$ cat src/status_reporter_pkg.sv
// status_reporter_pkg: offsets, layout, codes and counts of the status reporter
// assumes a 50 MHz clock and a plain address/strobe register port
package status_reporter_pkg;
  // register port widths
  localparam int unsigned ADDR_W = 8;
  localparam int unsigned DATA_W = 16;
  // word offsets on the register port
  localparam logic [7:0] OFS_CTRL = 8'h00;
  localparam logic [7:0] OFS_CMD = 8'h04;
  localparam logic [7:0] OFS_IRQ_STAT = 8'h08;
  localparam logic [7:0] OFS_IRQ_MASK = 8'h0C;
  localparam logic [7:0] OFS_XFER_COUNT = 8'h10;
  localparam logic [7:0] OFS_LIVE = 8'h14;
  localparam logic [7:0] OFS_RECORD = 8'h80;
  // command codes written to the command register
  localparam logic [1:0] CMD_STATUS = 2'h1;
  localparam logic [1:0] CMD_REQUEST = 2'h2;
  localparam logic [1:0] CMD_STOP = 2'h3;
  // bus address field
  localparam logic [4:0] ADDR_MAX = 5'h1E;
  localparam logic [4:0] ADDR_RST = 5'h00;
  // interrupt bit positions
  localparam int unsigned IRQ_CHANGE = 0;
  localparam int unsigned IRQ_SRQ = 1;
  localparam int unsigned IRQ_TRIG = 2;
  localparam int unsigned IRQ_CLEAR = 3;
  localparam int unsigned IRQ_STOP = 4;
  localparam int unsigned IRQ_W = 5;
  localparam logic [4:0] IRQ_RST = 5'h00;
  // record columns (1-based)
  localparam logic [6:0] COL_MODE = 7'h01;
  localparam logic [6:0] COL_ADDR = 7'h03;
  localparam logic [6:0] COL_CHANGE = 7'h06;
  localparam logic [6:0] COL_STATE = 7'h09;
  localparam logic [6:0] COL_SRQ = 7'h0B;
  localparam logic [6:0] COL_ERR = 7'h0E;
  localparam logic [6:0] COL_TRIG = 7'h12;
  localparam logic [6:0] COL_CLEAR = 7'h15;
  localparam logic [6:0] COL_XFER = 7'h18;
  localparam logic [6:0] COL_TEXT = 7'h1B;
  localparam logic [6:0] TEXT_LEN = 7'h2D;
  localparam logic [6:0] REC_LEN = 7'h47;
  localparam logic [6:0] MSG_LEN = 7'h08;
  // window after a serial poll before a still-held request counts again
  localparam int unsigned REARM_NS = 1000;
  localparam int unsigned CLK_MHZ = 50;
  localparam int unsigned REARM_CYC = REARM_NS * CLK_MHZ / 1000;
  localparam logic [7:0] REARM_CNT = 8'(REARM_CYC);
endpackage

$ cat src/status_string_reporter.sv
// status_string_reporter: builds the fixed-column status record, keeps the
// flags it reports and halts a continuous dma transfer on the stop command
// assumes bus-side logic on clk gives pulses; only the srq line is a raw pin
//
// Function
// - column 1 shows C as active controller, P as peripheral.
// - bus address shown as two decimal digits, limited to 00..30.
// - G1 after a talker/listener/controller state change, cleared by status read.
// - state column shows T talking, L listening, I idle.
// - service request field reads S1 when internal flag set, S0 otherwise.
// - controller role: flag follows srq line, serial poll clears it.
// - peripheral role: request command sets flag, serial poll clears it.
// - column 14 holds E and two digit error number, 00 no error.
// - column 18 T1 after peripheral receives bus trigger, else T0.
// - trigger and clear flags frozen during continuous dma transfers.
// - column 24 P0 idle, P1 continuous dma, P2 autoreload dma.
// - column 27 carries 45 columns of message text for the error.
// - stop command halts a running continuous dma transfer.
// - stop after the continuous transfer finished does nothing.
// - count of characters moved before stop is kept for later query.
// - request still held by another device after poll sets flag again.
//
// Implementation choices: the plain strobed port and the placing of the registers.
`timescale 1ns/1ns
module status_string_reporter (
  // clock and reset
  input wire logic clk,
  input wire logic nrst,
  // register port
  input wire logic [status_reporter_pkg::ADDR_W-1:0] addr,
  input wire logic [status_reporter_pkg::DATA_W-1:0] wdata,
  input wire logic wr,
  input wire logic rd,
  output logic [status_reporter_pkg::DATA_W-1:0] rdata,
  // bus state from the interface logic
  input wire logic ctrl_active,
  input wire logic talking,
  input wire logic listening,
  input wire logic srq_pin,
  input wire logic serial_poll_done,
  input wire logic trigger_rcvd,
  input wire logic clear_rcvd,
  // error code from the command interpreter
  input wire logic [6:0] error_code,
  // dma engine
  input wire logic dma_busy,
  input wire logic autoreload_dma_mode,
  input wire logic [15:0] dma_count,
  output logic dma_stop,
  // requesting service and interrupt
  output logic srq_request,
  output logic irq
);
  import status_reporter_pkg::*;

  // two-digit decimal of a value below 100, as ascii
  function automatic logic [15:0] dec2(input logic [6:0] v);
    logic [6:0] t;
    logic [6:0] o;
    t = v / 7'd10;
    o = v - 7'(t * 7'd10);
    dec2 = {8'h30 + {1'b0, t}, 8'h30 + {1'b0, o}};
  endfunction

  // flag pair such as S0/S1
  function automatic logic [15:0] flag2(input logic [7:0] ch, input logic f);
    flag2 = {ch, f ? 8'h31 : 8'h30};
  endfunction

  // one column of the message text, padded with spaces
  function automatic logic [7:0] msg_char(input logic [6:0] code, input logic [6:0] i);
    logic [63:0] s;
    s = (code == 7'h00) ? "NO ERROR" : "ERROR   ";
    msg_char = (i < MSG_LEN) ? s[8'(63 - 8 * i) -: 8] : 8'h20;
  endfunction

  // register port decode
  wire logic wr_ctrl = wr && (addr == OFS_CTRL);
  wire logic wr_cmd = wr && (addr == OFS_CMD);
  wire logic wr_stat = wr && (addr == OFS_IRQ_STAT);
  wire logic wr_mask = wr && (addr == OFS_IRQ_MASK);
  wire logic cmd_status = wr_cmd && (wdata[1:0] == CMD_STATUS);
  wire logic cmd_request = wr_cmd && (wdata[1:0] == CMD_REQUEST);
  wire logic cmd_stop = wr_cmd && (wdata[1:0] == CMD_STOP);

  // srq pin synchroniser and edge detect on the second stage
  logic srq_s1_r;
  logic srq_s2_r;
  logic srq_d_r;
  always_ff @(posedge clk or negedge nrst) begin
    if (!nrst) begin
      srq_s1_r <= 1'b0;
      srq_s2_r <= 1'b0;
      srq_d_r <= 1'b0;
    end else begin
      srq_s1_r <= srq_pin;
      srq_s2_r <= srq_s1_r;
      srq_d_r <= srq_s2_r;
    end
  end
  wire logic srq_rise = srq_s2_r && !srq_d_r;

  // addressed state code and change detect
  wire logic [1:0] st_now = talking ? 2'd1 : (listening ? 2'd2 : 2'd0);
  wire logic [2:0] addr_state = {ctrl_active, st_now};
  logic [2:0] addr_state_r;
  always_ff @(posedge clk or negedge nrst) begin
    if (!nrst) begin
      addr_state_r <= 3'h0;
    end else begin
      addr_state_r <= addr_state;
    end
  end
  wire logic change_evt = (addr_state != addr_state_r);

  // control register: own bus address, clamped at the top value
  logic [4:0] bus_addr_r;
  wire logic [4:0] bus_addr_nxt = (wdata[4:0] > ADDR_MAX) ? ADDR_MAX : wdata[4:0];
  always_ff @(posedge clk or negedge nrst) begin
    if (!nrst) begin
      bus_addr_r <= ADDR_RST;
    end else if (wr_ctrl) begin
      bus_addr_r <= bus_addr_nxt;
    end
  end

  // continuous transfer running: trigger and clear indications frozen
  wire logic cont_busy = dma_busy && !autoreload_dma_mode;
  wire logic trig_evt = trigger_rcvd && !ctrl_active && !cont_busy;
  wire logic clr_evt = clear_rcvd && !ctrl_active && !cont_busy;
  // a status read during a continuous run must not clear them either
  wire logic flag_clr = cmd_status && !cont_busy;

  // sticky flags; a new event wins over the clear by status read
  logic change_r;
  logic trig_r;
  logic clr_r;
  always_ff @(posedge clk or negedge nrst) begin
    if (!nrst) begin
      change_r <= 1'b0;
      trig_r <= 1'b0;
      clr_r <= 1'b0;
    end else begin
      change_r <= change_evt || (change_r && !cmd_status);
      trig_r <= trig_evt || (trig_r && !flag_clr);
      clr_r <= clr_evt || (clr_r && !flag_clr);
    end
  end

  // rearm counter: after a poll, a line still held past the window sets again
  logic [7:0] rearm_r;
  wire logic rearm_end = (rearm_r == 8'h01) && srq_s2_r && ctrl_active;
  always_ff @(posedge clk or negedge nrst) begin
    if (!nrst) begin
      rearm_r <= 8'h00;
    end else if (serial_poll_done) begin
      rearm_r <= REARM_CNT;
    end else if (rearm_r != 8'h00) begin
      rearm_r <= rearm_r - 8'h01;
    end
  end

  // internal service request flag
  wire logic srq_set_ctl = ctrl_active && (srq_rise || rearm_end);
  wire logic srq_set_per = !ctrl_active && cmd_request;
  wire logic srq_set = srq_set_ctl || srq_set_per;
  logic srq_flag_r;
  wire logic srq_flag_nxt = srq_set || (srq_flag_r && !serial_poll_done);
  always_ff @(posedge clk or negedge nrst) begin
    if (!nrst) begin
      srq_flag_r <= 1'b0;
    end else begin
      srq_flag_r <= srq_flag_nxt;
    end
  end

  // service request pin copy, registered so the output comes from a flop;
  // it follows a role change one cycle late
  logic srq_req_r;
  always_ff @(posedge clk or negedge nrst) begin
    if (!nrst) begin
      srq_req_r <= 1'b0;
    end else begin
      srq_req_r <= srq_flag_nxt && !ctrl_active;
    end
  end

  // stop command: only a running continuous transfer is halted
  wire logic stop_take = cmd_stop && cont_busy;
  logic dma_stop_r;
  logic [15:0] xfer_count_r;
  always_ff @(posedge clk or negedge nrst) begin
    if (!nrst) begin
      dma_stop_r <= 1'b0;
      xfer_count_r <= 16'h0000;
    end else begin
      dma_stop_r <= stop_take;
      if (stop_take) begin
        xfer_count_r <= dma_count;
      end
    end
  end

  // transfer status code
  wire logic [1:0] xfer_code = !dma_busy ? 2'd0 : (autoreload_dma_mode ? 2'd2 : 2'd1);

  // snapshot of every field, taken by the status command
  logic snap_ctl_r;
  logic [4:0] snap_addr_r;
  logic snap_change_r;
  logic [1:0] snap_state_r;
  logic snap_srq_r;
  logic [6:0] snap_err_r;
  logic snap_trig_r;
  logic snap_clr_r;
  logic [1:0] snap_xfer_r;
  always_ff @(posedge clk or negedge nrst) begin
    if (!nrst) begin
      snap_ctl_r <= 1'b0;
      snap_addr_r <= ADDR_RST;
      snap_change_r <= 1'b0;
      snap_state_r <= 2'd0;
      snap_srq_r <= 1'b0;
      snap_err_r <= 7'h00;
      snap_trig_r <= 1'b0;
      snap_clr_r <= 1'b0;
      snap_xfer_r <= 2'd0;
    end else if (cmd_status) begin
      snap_ctl_r <= ctrl_active;
      snap_addr_r <= bus_addr_r;
      snap_change_r <= change_r || change_evt;
      snap_state_r <= st_now;
      snap_srq_r <= srq_flag_r;
      snap_err_r <= (error_code > 7'd99) ? 7'd99 : error_code;
      snap_trig_r <= trig_r || trig_evt;
      snap_clr_r <= clr_r || clr_evt;
      snap_xfer_r <= xfer_code;
    end
  end

  // field text of the snapshot
  wire logic [7:0] ch_mode = snap_ctl_r ? "C" : "P";
  wire logic [15:0] ch_addr = dec2({2'b00, snap_addr_r});
  wire logic [15:0] ch_change = flag2("G", snap_change_r);
  wire logic [7:0] ch_state = (snap_state_r == 2'd1) ? "T" :
                              ((snap_state_r == 2'd2) ? "L" : "I");
  wire logic [15:0] ch_srq = flag2("S", snap_srq_r);
  wire logic [15:0] ch_err = dec2(snap_err_r);
  wire logic [15:0] ch_trig = flag2("T", snap_trig_r);
  wire logic [15:0] ch_clr = flag2("C", snap_clr_r);
  wire logic [15:0] ch_xfer = {8'h50, 8'h30 + {6'h00, snap_xfer_r}};

  // character at a record column; gaps and tail are spaces
  wire logic [6:0] col = addr[6:0];
  wire logic [6:0] txt_i = col - COL_TEXT;
  logic [7:0] rec_char;
  always_comb begin
    rec_char = 8'h20;
    if (col == COL_MODE) begin
      rec_char = ch_mode;
    end else if (col == COL_ADDR) begin
      rec_char = ch_addr[15:8];
    end else if (col == COL_ADDR + 7'd1) begin
      rec_char = ch_addr[7:0];
    end else if (col == COL_CHANGE) begin
      rec_char = ch_change[15:8];
    end else if (col == COL_CHANGE + 7'd1) begin
      rec_char = ch_change[7:0];
    end else if (col == COL_STATE) begin
      rec_char = ch_state;
    end else if (col == COL_SRQ) begin
      rec_char = ch_srq[15:8];
    end else if (col == COL_SRQ + 7'd1) begin
      rec_char = ch_srq[7:0];
    end else if (col == COL_ERR) begin
      rec_char = "E";
    end else if (col == COL_ERR + 7'd1) begin
      rec_char = ch_err[15:8];
    end else if (col == COL_ERR + 7'd2) begin
      rec_char = ch_err[7:0];
    end else if (col == COL_TRIG) begin
      rec_char = ch_trig[15:8];
    end else if (col == COL_TRIG + 7'd1) begin
      rec_char = ch_trig[7:0];
    end else if (col == COL_CLEAR) begin
      rec_char = ch_clr[15:8];
    end else if (col == COL_CLEAR + 7'd1) begin
      rec_char = ch_clr[7:0];
    end else if (col == COL_XFER) begin
      rec_char = ch_xfer[15:8];
    end else if (col == COL_XFER + 7'd1) begin
      rec_char = ch_xfer[7:0];
    end else if (col >= COL_TEXT && txt_i < TEXT_LEN) begin
      rec_char = msg_char(snap_err_r, txt_i);
    end
  end

  // interrupt status (write one to clear, set wins) and mask
  wire logic [IRQ_W-1:0] irq_evt = {stop_take, clr_evt, trig_evt, srq_set, change_evt};
  logic [IRQ_W-1:0] irq_stat_r;
  logic [IRQ_W-1:0] irq_mask_r;
  logic irq_r;
  wire logic [IRQ_W-1:0] irq_clr = wr_stat ? wdata[IRQ_W-1:0] : '0;
  wire logic [IRQ_W-1:0] irq_stat_nxt = irq_evt | (irq_stat_r & ~irq_clr);
  always_ff @(posedge clk or negedge nrst) begin
    if (!nrst) begin
      irq_stat_r <= IRQ_RST;
      irq_mask_r <= IRQ_RST;
      irq_r <= 1'b0;
    end else begin
      irq_stat_r <= irq_stat_nxt;
      irq_r <= |(irq_stat_nxt & (wr_mask ? wdata[IRQ_W-1:0] : irq_mask_r));
      if (wr_mask) begin
        irq_mask_r <= wdata[IRQ_W-1:0];
      end
    end
  end

  // read data mux, registered one cycle after the strobe
  wire logic in_rec = (addr >= OFS_RECORD + 8'h01) && (addr <= OFS_RECORD + {1'b0, REC_LEN});
  wire logic [15:0] live = {8'h00, xfer_code, srq_flag_r, clr_r, trig_r, change_r, st_now};
  logic [15:0] rd_mux;
  always_comb begin
    rd_mux = 16'h0000;
    if (in_rec) begin
      rd_mux = {8'h00, rec_char};
    end else if (addr == OFS_CTRL) begin
      rd_mux = {11'h000, bus_addr_r};
    end else if (addr == OFS_IRQ_STAT) begin
      rd_mux = {11'h000, irq_stat_r};
    end else if (addr == OFS_IRQ_MASK) begin
      rd_mux = {11'h000, irq_mask_r};
    end else if (addr == OFS_XFER_COUNT) begin
      rd_mux = xfer_count_r;
    end else if (addr == OFS_LIVE) begin
      rd_mux = live;
    end
  end
  logic [15:0] rdata_r;
  always_ff @(posedge clk or negedge nrst) begin
    if (!nrst) begin
      rdata_r <= 16'h0000;
    end else begin
      rdata_r <= rd ? rd_mux : 16'h0000;
    end
  end

  // outputs straight from flip-flops
  assign rdata = rdata_r;
  assign dma_stop = dma_stop_r;
  assign srq_request = srq_req_r;
  assign irq = irq_r;
endmodule // status_string_reporter

$ cat config.mk
export PLATFORM = sky130hd
export DESIGN_NAME = status_string_reporter
export DESIGN_NICKNAME = d
export VERILOG_FILES = /design/src/status_reporter_pkg.sv /design/src/status_string_reporter.sv
export SDC_FILE = /design/constraint.sdc
export NUM_CORES = 1
export LEC_CHECK = 0
export BUFFER_PORTS_ARGS = -buffer_cell sky130_fd_sc_hd__buf_4
export CAP_MARGIN = 20
export CORE_ASPECT_RATIO = 1.5
export CORE_MARGIN = 5
export CORE_UTILIZATION = 55
export CTS_CLUSTER_SIZE = 16
export DETAILED_ROUTE_END_ITERATION = 10
export PLACE_DENSITY = 0.77
export SLEW_MARGIN = 40
export SYNTH_ARGS = -nofsm -noshare
export SYNTH_HDL_FRONTEND = slang
export SYNTH_SLANG_ARGS = --single-unit
export TNS_END_PERCENT = 30
$ cat constraint.sdc
create_clock -name clk -period 12.6 [get_ports clk]
set_input_delay 2.52 -clock clk [delete_from_list [all_inputs] [get_ports clk]]
set_output_delay 2.52 -clock clk [all_outputs]
set_load 0.01 [all_outputs]
# Word level (Yosys, flattened, before mapping)
# Index checks and enable logic that the tools add are counted.
# op_classes
muxes	44
n_mul	2
bitwise_logic	4
reduce_logical	47
magnitude_cmp	7
shifts	1
addsub	10
div_mod_pow	2
n_eq_ne	29
# ops
cell	count
2-to-1 mux 8 bit	22
2-to-1 mux 16 bit	6
variable part select 71 x 9 -> 8 bit	1
2-to-1 mux 60 bit	1
equality test 7 x 5 -> 1 bit, second input constant	7
equality test 7 x 4 -> 1 bit, second input constant	5
adder 6 x 7 -> 8 bit, first input constant	4
logical AND 1 bit	26
2-to-1 mux 5 bit	5
equality test 7 x 3 -> 1 bit, second input constant	3
equality test 8 x 4 -> 1 bit, second input constant	2
equality test 8 x 5 -> 1 bit, second input constant	2
multiplier 7 x 3 -> 6 bit, second input constant	2
bitwise AND 5 bit	2
logical OR 1 bit	9
equality test 8 x 1 -> 1 bit, second input constant	1
equality test 8 x 3 -> 1 bit, second input constant	1
greater-or-equal comparator 8 bit, second input constant	1
less-or-equal comparator 8 bit, second input constant	1
logical NOT 8 bit	1
2-to-1 mux 2 bit	4
nonzero test 8 bit	1
subtractor 6 x 8 -> 8 bit, first input constant	1
subtractor 8 x 1 -> 8 bit, second input constant	1
25 further kinds	37
# word_totals
elab_cells	172
regBits	89
input_bits	60
out_inout_bits	19

# Logic depth before layout (Yosys ltp)
# Gate-level depths: netlist (run 1).
# depth
word_depth	24
depth_mapped	23
mapped_depth_nobuf	22

# Worst setup path before layout (run 1)
# OpenSTA, ideal clock, no wires.
# synth_path
path_type	flip-flop to flip-flop
start	register snap_err_r[5]
end	register rdata_r[5], in the netlist rdata[5]
path_stages_with_launch	23
t_arrival_ps	5000
path_slack_ps	7519
path_buffers	1
period_less_slack_ps	5081
cell_sequence	dfrtp_1 > clkbuf_1 > or2_2 > a21oi_1 > o41ai_1 > inv_1 > ha_1 > nand2b_1 > maj3_1 > a221o_1 > a32o_1 > or2_2 > ha_1 > ha_1 > fa_1 > inv_1 > ha_1 > xor2_1 > ha_1 > o21ai_0 > a21oi_1 > a211o_1 > o211ai_2
# synth_between
elab_chain_cells	24
word_cells_on_any_way	29
cone_classes	add/sub (3); mul (1); div (1); shift (1); mux (22); reduce/logical (1)
# synth_lines
item	line_no	text
start, declared	status_string_reporter.sv:213	logic [6:0] snap_err_r;
start signal, assigned	status_string_reporter.sv:234	snap_err_r <= (error_code > 7'd99) ? 7'd99 : error_code;
branches (longest 12 deep; another with adder 6 x 7 -> 8 bit)	n/a	
2-to-1 mux 8 bit (*)	status_string_reporter.sv:277	end else if (col == COL_ERR + 7'd1) begin
2-to-1 mux 8 bit (*)	status_string_reporter.sv:275	end else if (col == COL_ERR) begin
2-to-1 mux 8 bit (*)	status_string_reporter.sv:273	end else if (col == COL_SRQ + 7'd1) begin
2-to-1 mux 8 bit (*)	status_string_reporter.sv:271	end else if (col == COL_SRQ) begin
2-to-1 mux 8 bit (*)	status_string_reporter.sv:269	end else if (col == COL_STATE) begin
2-to-1 mux 8 bit (*)	status_string_reporter.sv:267	end else if (col == COL_CHANGE + 7'd1) begin
2-to-1 mux 8 bit (*)	status_string_reporter.sv:265	end else if (col == COL_CHANGE) begin
2-to-1 mux 8 bit (*)	status_string_reporter.sv:263	end else if (col == COL_ADDR + 7'd1) begin
2-to-1 mux 8 bit (*)	status_string_reporter.sv:261	end else if (col == COL_ADDR) begin
2-to-1 mux 8 bit (*)	status_string_reporter.sv:259	if (col == COL_MODE) begin
2-to-1 mux 16 bit (*)	status_string_reporter.sv:325	if (in_rec) begin
2-to-1 mux 16 bit (*)	status_string_reporter.sv:344	rdata_r <= rd ? rd_mux : 16'h0000;
end signal, assigned	status_string_reporter.sv:344	
end, declared	status_string_reporter.sv:339	logic [15:0] rdata_r;
# Mark *: on every way between the ends.
# A chain may end at the register's enable or synchronous reset.

# Worst setup path after layout (run 1)
# layout_path
start	register snap_err_r[2]
end	register rdata_r[5], in the netlist rdata[5]
# The elaborated chain is that of the path after synthesis.

==> impl_metrics.py, run 1 <==
metrics = {
    "power_and_ir_drop": {
        "max-vdd-ir-drop_mv": 0.118,
        "power_density_nw_per_um2": 101,
        "p_leak_nw": 3.08,
        "power_w": 0.000677,
    },
    "cts": {
        "clk_pin_slew_worst_paths_ns": 0.07,
        "numCtsBuffers": 9,
        "insertion_delay_ns": 0.35,
        "cts_resized": 0,
        "cts_setup_buffers": 0,
        "cts-root-buf": "clkbuf_16",
        "htreeDepth": 3,
        "cts_sinks": 89,
        "cts_tree": "done",
        "ctsHoldBuffers": 0,
        "clk_path_buf_depth": 2,
    },
    "floorplan": {
        "die-area_um2": 13000,
        "die_x_um": 94.7,
        "start_util": 0.562,
        "io_pins": 79,
        "rows": 46,
        "die_y_um": 137,
        "core_um2": 10500,
    },
    "run": {
        "drv_cap": 0,
    },
    "drt": {
        "wirelength_mm": 17.4,
        "wl_per_cell_um": 20.3,
        "drc": 0,
        "drt_first_pass_iters": 5,
        "vias_per_cell": 6.31,
        "drt_iter0_markers": 365,
        "antenna_left": 0,
        "dr_total_vias": 5394,
    },
    "setup_path": {
        "crit_type": "reg -> reg",
        "path_buf_inv": 2,
        "cpMostUsedCell": "ha_1",
        "crit_chain": "or2_2 > a21oi_1 > o41ai_1 > inv_1 > ha_1 > nand2b_1 > maj3_1 > a221o_1 > a32o_1 > or2_2 > ha_1 > ha_1 > fa_1 > inv_1 > ha_1 > xor2_1 > ha_1 > o21ai_0 > a21oi_1 > a211o_1 > o211ai_2",
        "cp_max_fo": 11,
        "reg2reg_slack_ns": 6.76,
        "critPathSlowestCell": "o41ai_1",
        "cp_data_arrival_time_ns": 6.10,
        "cp_slowest_stage_delay_ns": 0.72,
        "required_ns": 12.86,
        "path_delay_family": "adder cells",
        "start_kind": "register",
        "cp-end-kind": "register",
    },
    "sta": {
        "post-route-period-util": 0.463,
        "clock.fmax_mhz": 171,
        "tightest_slew_ns": 0.842,
        "rsz0062_at_grt": "false",
        "final.min_clock_period_ns": 5.84,
        "slew_headroom": 0.431,
        "finClkSkew_ns": 0.00895,
        "setup_viol": 0,
        "fin_tns_setup_ns": 0,
        "drv_slew": 0,
        "hold_viol_final": 0,
        "hold_ws_ns": 0.358,
    },
    "final_layout": {
        "fin_area_um2": 6740,
        "diodes": 0,
        "drive_gt1_frac": 0.184,
        "nets": 792,
        "register_area_um2": 2230,
        "flow.area_growth_from_synthesis_pct": 13.8,
        "multi_input_area_um2": 3390,
        "fillers": 916,
        "utilization": 0.640,
    },
    "global_routing": {
        "grt_pass1_wl_mm": 27.2,
        "antenna_found_initial": 0,
        "grt.overflow.total": 0,
        "grt_usage": 0.275,
        "grt_pass1_vias": 5239,
        "grt_start_max_net_pins": 65,
    },
    "status": {
        "run_status": "finished, final reports clean",
    },
    "placement": {
        "io_buffer_count": 67,
        "gp_congestion": 0.944,
        "dp_hpwl_mm": 13.4,
        "dpl_cell_area_um2": 6450,
    },
    "synthesis": {
        "yosys.area.top_type": "dfrtp_1",
        "synth-seq-area-share": 0.376,
        "ys_seq_elements": 89,
        "netlist_area_um2": 5920,
        "netlist-cell-type-count": 76,
        "syn-num-nets": 746,
        "synth_top_area_frac": 0.376,
        "synth_edf_count": 0,
        "synth_cells": 660,
        "synthArstFlopShare": 1.00,
        "synthTopCellsByArea": "dfrtp_1 (38%), ha_1 (5.1%), nand2_1 (4.6%)",
        "yosys-top-cells-count": "dfrtp_1 (89), nand2_1 (73), nor2_1 (51)",
        "yosysWarningCount": 0,
        "avgSynthCellArea_um2": 8.97,
        "yosysMostFrequentCell": "dfrtp_1",
        "synth_ff_type": "dfrtp_1",
    },
    "hold_path": {
        "hold_path.class": "reg -> reg",
    },
}
[registers in the layout (all words and copies together), names as in the netlist, 2 cells and up]
signal and flops:
rdata 16, xfer_count_r 16, rearm_r 8, snap_err_r 7, bus_addr_r 5, irq_mask_r 5, irq_stat_r 5, snap_addr_r 5
addr_state_r 3, snap_state_r 2, snap_xfer_r 2
[power breakdown]
part           total [W]  switching, W  internal, W
logic           0.000119     0.0000671    0.0000520
registers       0.000300    0.00000673     0.000293
clock network   0.000258      0.000116     0.000142
total           0.000677      0.000190     0.000487
[cell families (layout without fill, tap and decap cells)]
| family | after synthesis | after routing | share of synthesized area |
|---|---|---|---|
| compound gates | 169 | 169 | 0.198 |
| simple gates | 260 | 260 | 0.227 |
| mux | 28 | 28 | 0.0590 |
| flops | 89 | 89 | 0.376 |
| buf+inv | 68 | 119 | 0.0503 |
| fa+ha+maj | 27 | 27 | 0.0592 |
| xor+xnor | 19 | 19 | 0.0304 |
[cells in the final DEF (no fill, tap or decap), drive strengths merged, types with 4 or more instances in the layout]
cell type / netlist / final
o31ai: 6 / 6
mux2: 25 / 25
a221o: 5 / 5
nor2: 52 / 52
a2111oi: 5 / 5
a22oi: 5 / 5
ha: 24 / 24
inv: 33 / 35
nor4b: 4 / 4
o21ai: 43 / 43
and2: 11 / 11
nor3: 21 / 21
clkbuf: 18 / 12
nor4: 4 / 4
or2: 6 / 6
a21o: 6 / 6
a31o: 4 / 4
and3: 6 / 6
or3: 11 / 11
nand4: 5 / 5
a31oi: 9 / 9
o211ai: 10 / 10
a211oi: 5 / 5
a221oi: 6 / 6
nand3: 24 / 24
buf: 17 / 70
nor2b: 17 / 17
and4: 4 / 4
a21oi: 30 / 30
nand2: 73 / 73
dfrtp: 89 / 89
nand2b: 12 / 12
xor2: 7 / 7
xnor2: 11 / 11
[routing by layer]
layer / routed length, µm / up-vias / track usage / part of all wire
met5: 0 / - / 0 / 0
met2: 9090 / 211 / 0.496 / 0.52
met1: 6500 / 2646 / 0.306 / 0.37
met4: 990 / 0 / 0.159 / 0.057
li1: - / 2483 / - / -
met3: 806 / 54 / 0.0330 / 0.046
[layout make-up]
| class | count | share of cell area |
|---|---|---|
| Clock buffer | 12 | 0.0366 |
| Multi-Input combinational cell | 503 | 0.504 |
| Clock inverter | 4 | 0.00539 |
| Timing Repair Buffer | 70 | 0.0786 |
| Tap cell | 144 | 0.0267 |
| Sequential cell | 89 | 0.331 |
| Inverter | 33 | 0.0184 |
[metrics by stage]
step	instances	setup slack (ns)
after global routing	855	6.62
after global placement	839	6.97
after floorplan	660	7.52
after CTS	855	6.86
final	855	6.76
after detailed placement	839	6.89
[worst paths after layout]
path | startpoint | to | cells after the start
min reg2reg | srq_s1_r | srq_s2_r | 0
min | srq_s1_r | srq_s2_r | 0
max | snap_err_r[2] | rdata[5] | 21
min in group asynchronous | nrst | rdata[5] | 1
max in group asynchronous | nrst | rearm_r[4] | 2
max reg2reg | snap_err_r[2] | rdata[5] | 21
[worst reg2reg max path, cell delays in order, from the launching register on]
cell	delay [ns]
dfrtp_1	0.60
or2_2	0.20
a21oi_1	0.06
o41ai_1	0.72
inv_1	0.19
ha_1	0.38
nand2b_1	0.07
maj3_1	0.32
a221o_1	0.30
a32o_1	0.22
or2_2	0.29
ha_1	0.19
ha_1	0.19
fa_1	0.48
inv_1	0.04
ha_1	0.30
xor2_1	0.19
ha_1	0.30
o21ai_0	0.20
a21oi_1	0.12
a211o_1	0.29
o211ai_2	0.08
Power figures use the tool's default switching activity.
==> run 2, diff against run 1 <==
==> constraint.sdc (replaced) <==
create_clock -name clk -period 5.98 [get_ports clk]
set_input_delay 1.196 -clock clk [delete_from_list [all_inputs] [get_ports clk]]
set_output_delay 1.196 -clock clk [all_outputs]
set_load 0.01 [all_outputs]
==> impl_metrics.py, run 2 (synthesis results as in run 1) <==
metrics = {
    "drt": {
        "antenna_left": 0,
        "wl_met1_mm": 6.41,
        "drt_first_pass_iters": 5,
        "wirelength_mm": 17.6,
        "drc": 0,
        "routed.top_layer": "met4",
        "dr_total_vias": 5355,
        "wl_met3_um": 839,
        "route.met2.wl_mm": 9.33,
        "wl_per_cell_um": 20.6,
        "drt_iter0_markers": 489,
        "vias_per_cell": 6.26,
    },
    "setup_path": {
        "start_kind": "register",
        "crit_type": "reg -> reg",
        "crit_chain": "or2_2 > a21oi_1 > o41ai_1 > buf_4 > inv_1 > ha_1 > nand2b_1 > maj3_1 > a221o_1 > a32o_1 > or2_2 > ha_1 > ha_1 > fa_1 > inv_1 > ha_1 > xor2_1 > ha_1 > o21ai_0 > a21oi_1 > a211o_1 > o211ai_2",
        "cp_data_arrival_time_ns": 5.69,
        "critPathSlowestCell": "dfrtp_1",
        "cp_slowest_stage_delay_ns": 0.59,
        "cp_max_fo": 11,
        "required_ns": 6.24,
        "path_buf_inv": 3,
        "cp-end-kind": "register",
        "cpMostUsedCell": "ha_1",
        "path_delay_family": "adder cells",
    },
    "placement": {
        "gp_congestion": 0.944,
        "dp_hpwl_mm": 13.6,
        "io_buffer_count": 67,
    },
    "sta": {
        "finClkSkew_ns": 0.00724,
        "clock.fmax_mhz": 184,
        "fin_tns_setup_ns": 0,
        "setup_viol": 0,
        "final.min_clock_period_ns": 5.43,
        "hold_viol_final": 0,
        "slew_headroom": 0.451,
        "rsz0062_at_grt": "false",
        "tightest_slew_ns": 0.821,
        "drv_slew": 0,
        "post-route-period-util": 0.908,
    },
    "final_layout": {
        "final_cell_mix": "dfrtp_1 (89), nand2_1 (73), buf_4 (69), nor2_1 (51), o21ai_0 (43)",
        "drive_gt1_frac": 0.187,
        "final_common_cell": "dfrtp_1",
        "fillers": 925,
        "diodes": 0,
        "flow.area_growth_from_synthesis_pct": 14.8,
        "nets": 792,
        "utilization": 0.645,
    },
    "global_routing": {
        "grt_start_max_net_pins": 66,
        "grt_pass1_vias": 5464,
        "grt.overflow.total": 0,
        "grt_usage": 0.284,
        "grt_pass1_wl_mm": 28.3,
        "antenna_found_initial": 0,
    },
    "power_and_ir_drop": {
        "max-vdd-ir-drop_mv": 0.189,
        "p_leak_nw": 3.12,
        "power_w": 0.00152,
        "power_density_nw_per_um2": 224,
    },
    "cts": {
        "ctsHoldBuffers": 0,
        "cts_tree": "done",
        "numCtsBuffers": 9,
        "cts_setup_buffers": 0,
        "cts_resized": 0,
        "clk_path_buf_depth": 2,
        "htreeDepth": 3,
        "insertion_delay_ns": 0.35,
        "cts-root-buf": "clkbuf_16",
        "cts_sinks": 89,
        "clk_pin_slew_worst_paths_ns": 0.07,
    },
    "floorplan": {
        "die-area_um2": 13000,
        "core_um2": 10500,
        "io_pins": 79,
        "start_util": 0.562,
        "rows": 46,
        "die_x_um": 94.7,
        "die_y_um": 137,
    },
    "status": {
        "run_status": "finished, final reports clean",
    },
    "run": {
        "drv_cap": 0,
    },
    "hold_path": {
        "hold_path.class": "reg -> reg",
    },
}
-- run 2: cell count changes in the layout (fill, tap and decap cells not counted), sizes merged --
cell / before / now
bufinv: 0 / 2
clkbuf: 12 / 9
inv: 35 / 37
clkinvlp: 1 / 0
-- run 2: layout make-up --
| type | instances | area [µm²] | area share |
|---|---|---|---|
| clock buffer | 9 | 225 | 0.0331 |
| sequential | 89 | 2230 | 0.328 |
| tap | 144 | 180 | 0.0265 |
| clock inverter | 7 | 108 | 0.0158 |
| multi-input combinational | 503 | 3400 | 0.501 |
| inverter | 33 | 124 | 0.0182 |
| timing repair buffer | 70 | 529 | 0.0779 |
-- run 2: through the flow --
step	hold slack, ns	instance area (µm²)	setup WS, ns	std cells
detailed placement	0.338	6450	0.571	839
CTS	0.359	6780	0.537	855
global placement	0.345	6450	0.753	839
global route	0.381	6790	0.212	855
floorplan	0.331	5920	0.899	660
finish	0.359	6790	0.552	855
-- run 2: worst paths after layout --
path                               start          endpoint  slack (ns)  cells past startpoint
max in group asynchronous           nrst          rdata[0]        4.35                      2
max                        snap_err_r[2]          rdata[5]        0.55                     22
min reg2reg                     srq_s1_r          srq_s2_r        0.36                      0
min                             srq_s1_r          srq_s2_r        0.36                      0
max reg2reg                snap_err_r[2]          rdata[5]        0.55                     22
min in group asynchronous           nrst  xfer_count_r[10]        0.75                      1
-- run 2: worst reg2reg max path, stage by stage, from the launching register on --
cell and delay [ns]:
dfrtp_1 0.59, or2_2 0.20, a21oi_1 0.06, o41ai_1 0.37, buf_4 0.19, inv_1 0.07, ha_1 0.33, nand2b_1 0.07
maj3_1 0.32, a221o_1 0.30, a32o_1 0.21, or2_2 0.30, ha_1 0.19, ha_1 0.19, fa_1 0.50, inv_1 0.05
ha_1 0.30, xor2_1 0.23, ha_1 0.26, o21ai_0 0.16, a21oi_1 0.10, a211o_1 0.29, o211ai_2 0.07
-- run 2: report_power, final --
| group | internal [W] | switching (W) | leakage (nW) |
|---|---|---|---|
| registers | 0.000618 | 0.0000145 | 1.13 |
| clock network | 0.000376 | 0.000259 | 0.166 |
| logic | 0.000110 | 0.000142 | 1.82 |
-- run 2: routing by layer --
layer | vias to the layer above | GRT usage
met2 | 238 | 0.517
li1 | 2484 | -
met4 | 0 | 0.150
met3 | 67 | 0.0413
met1 | 2566 | 0.313
met5 | - | 0
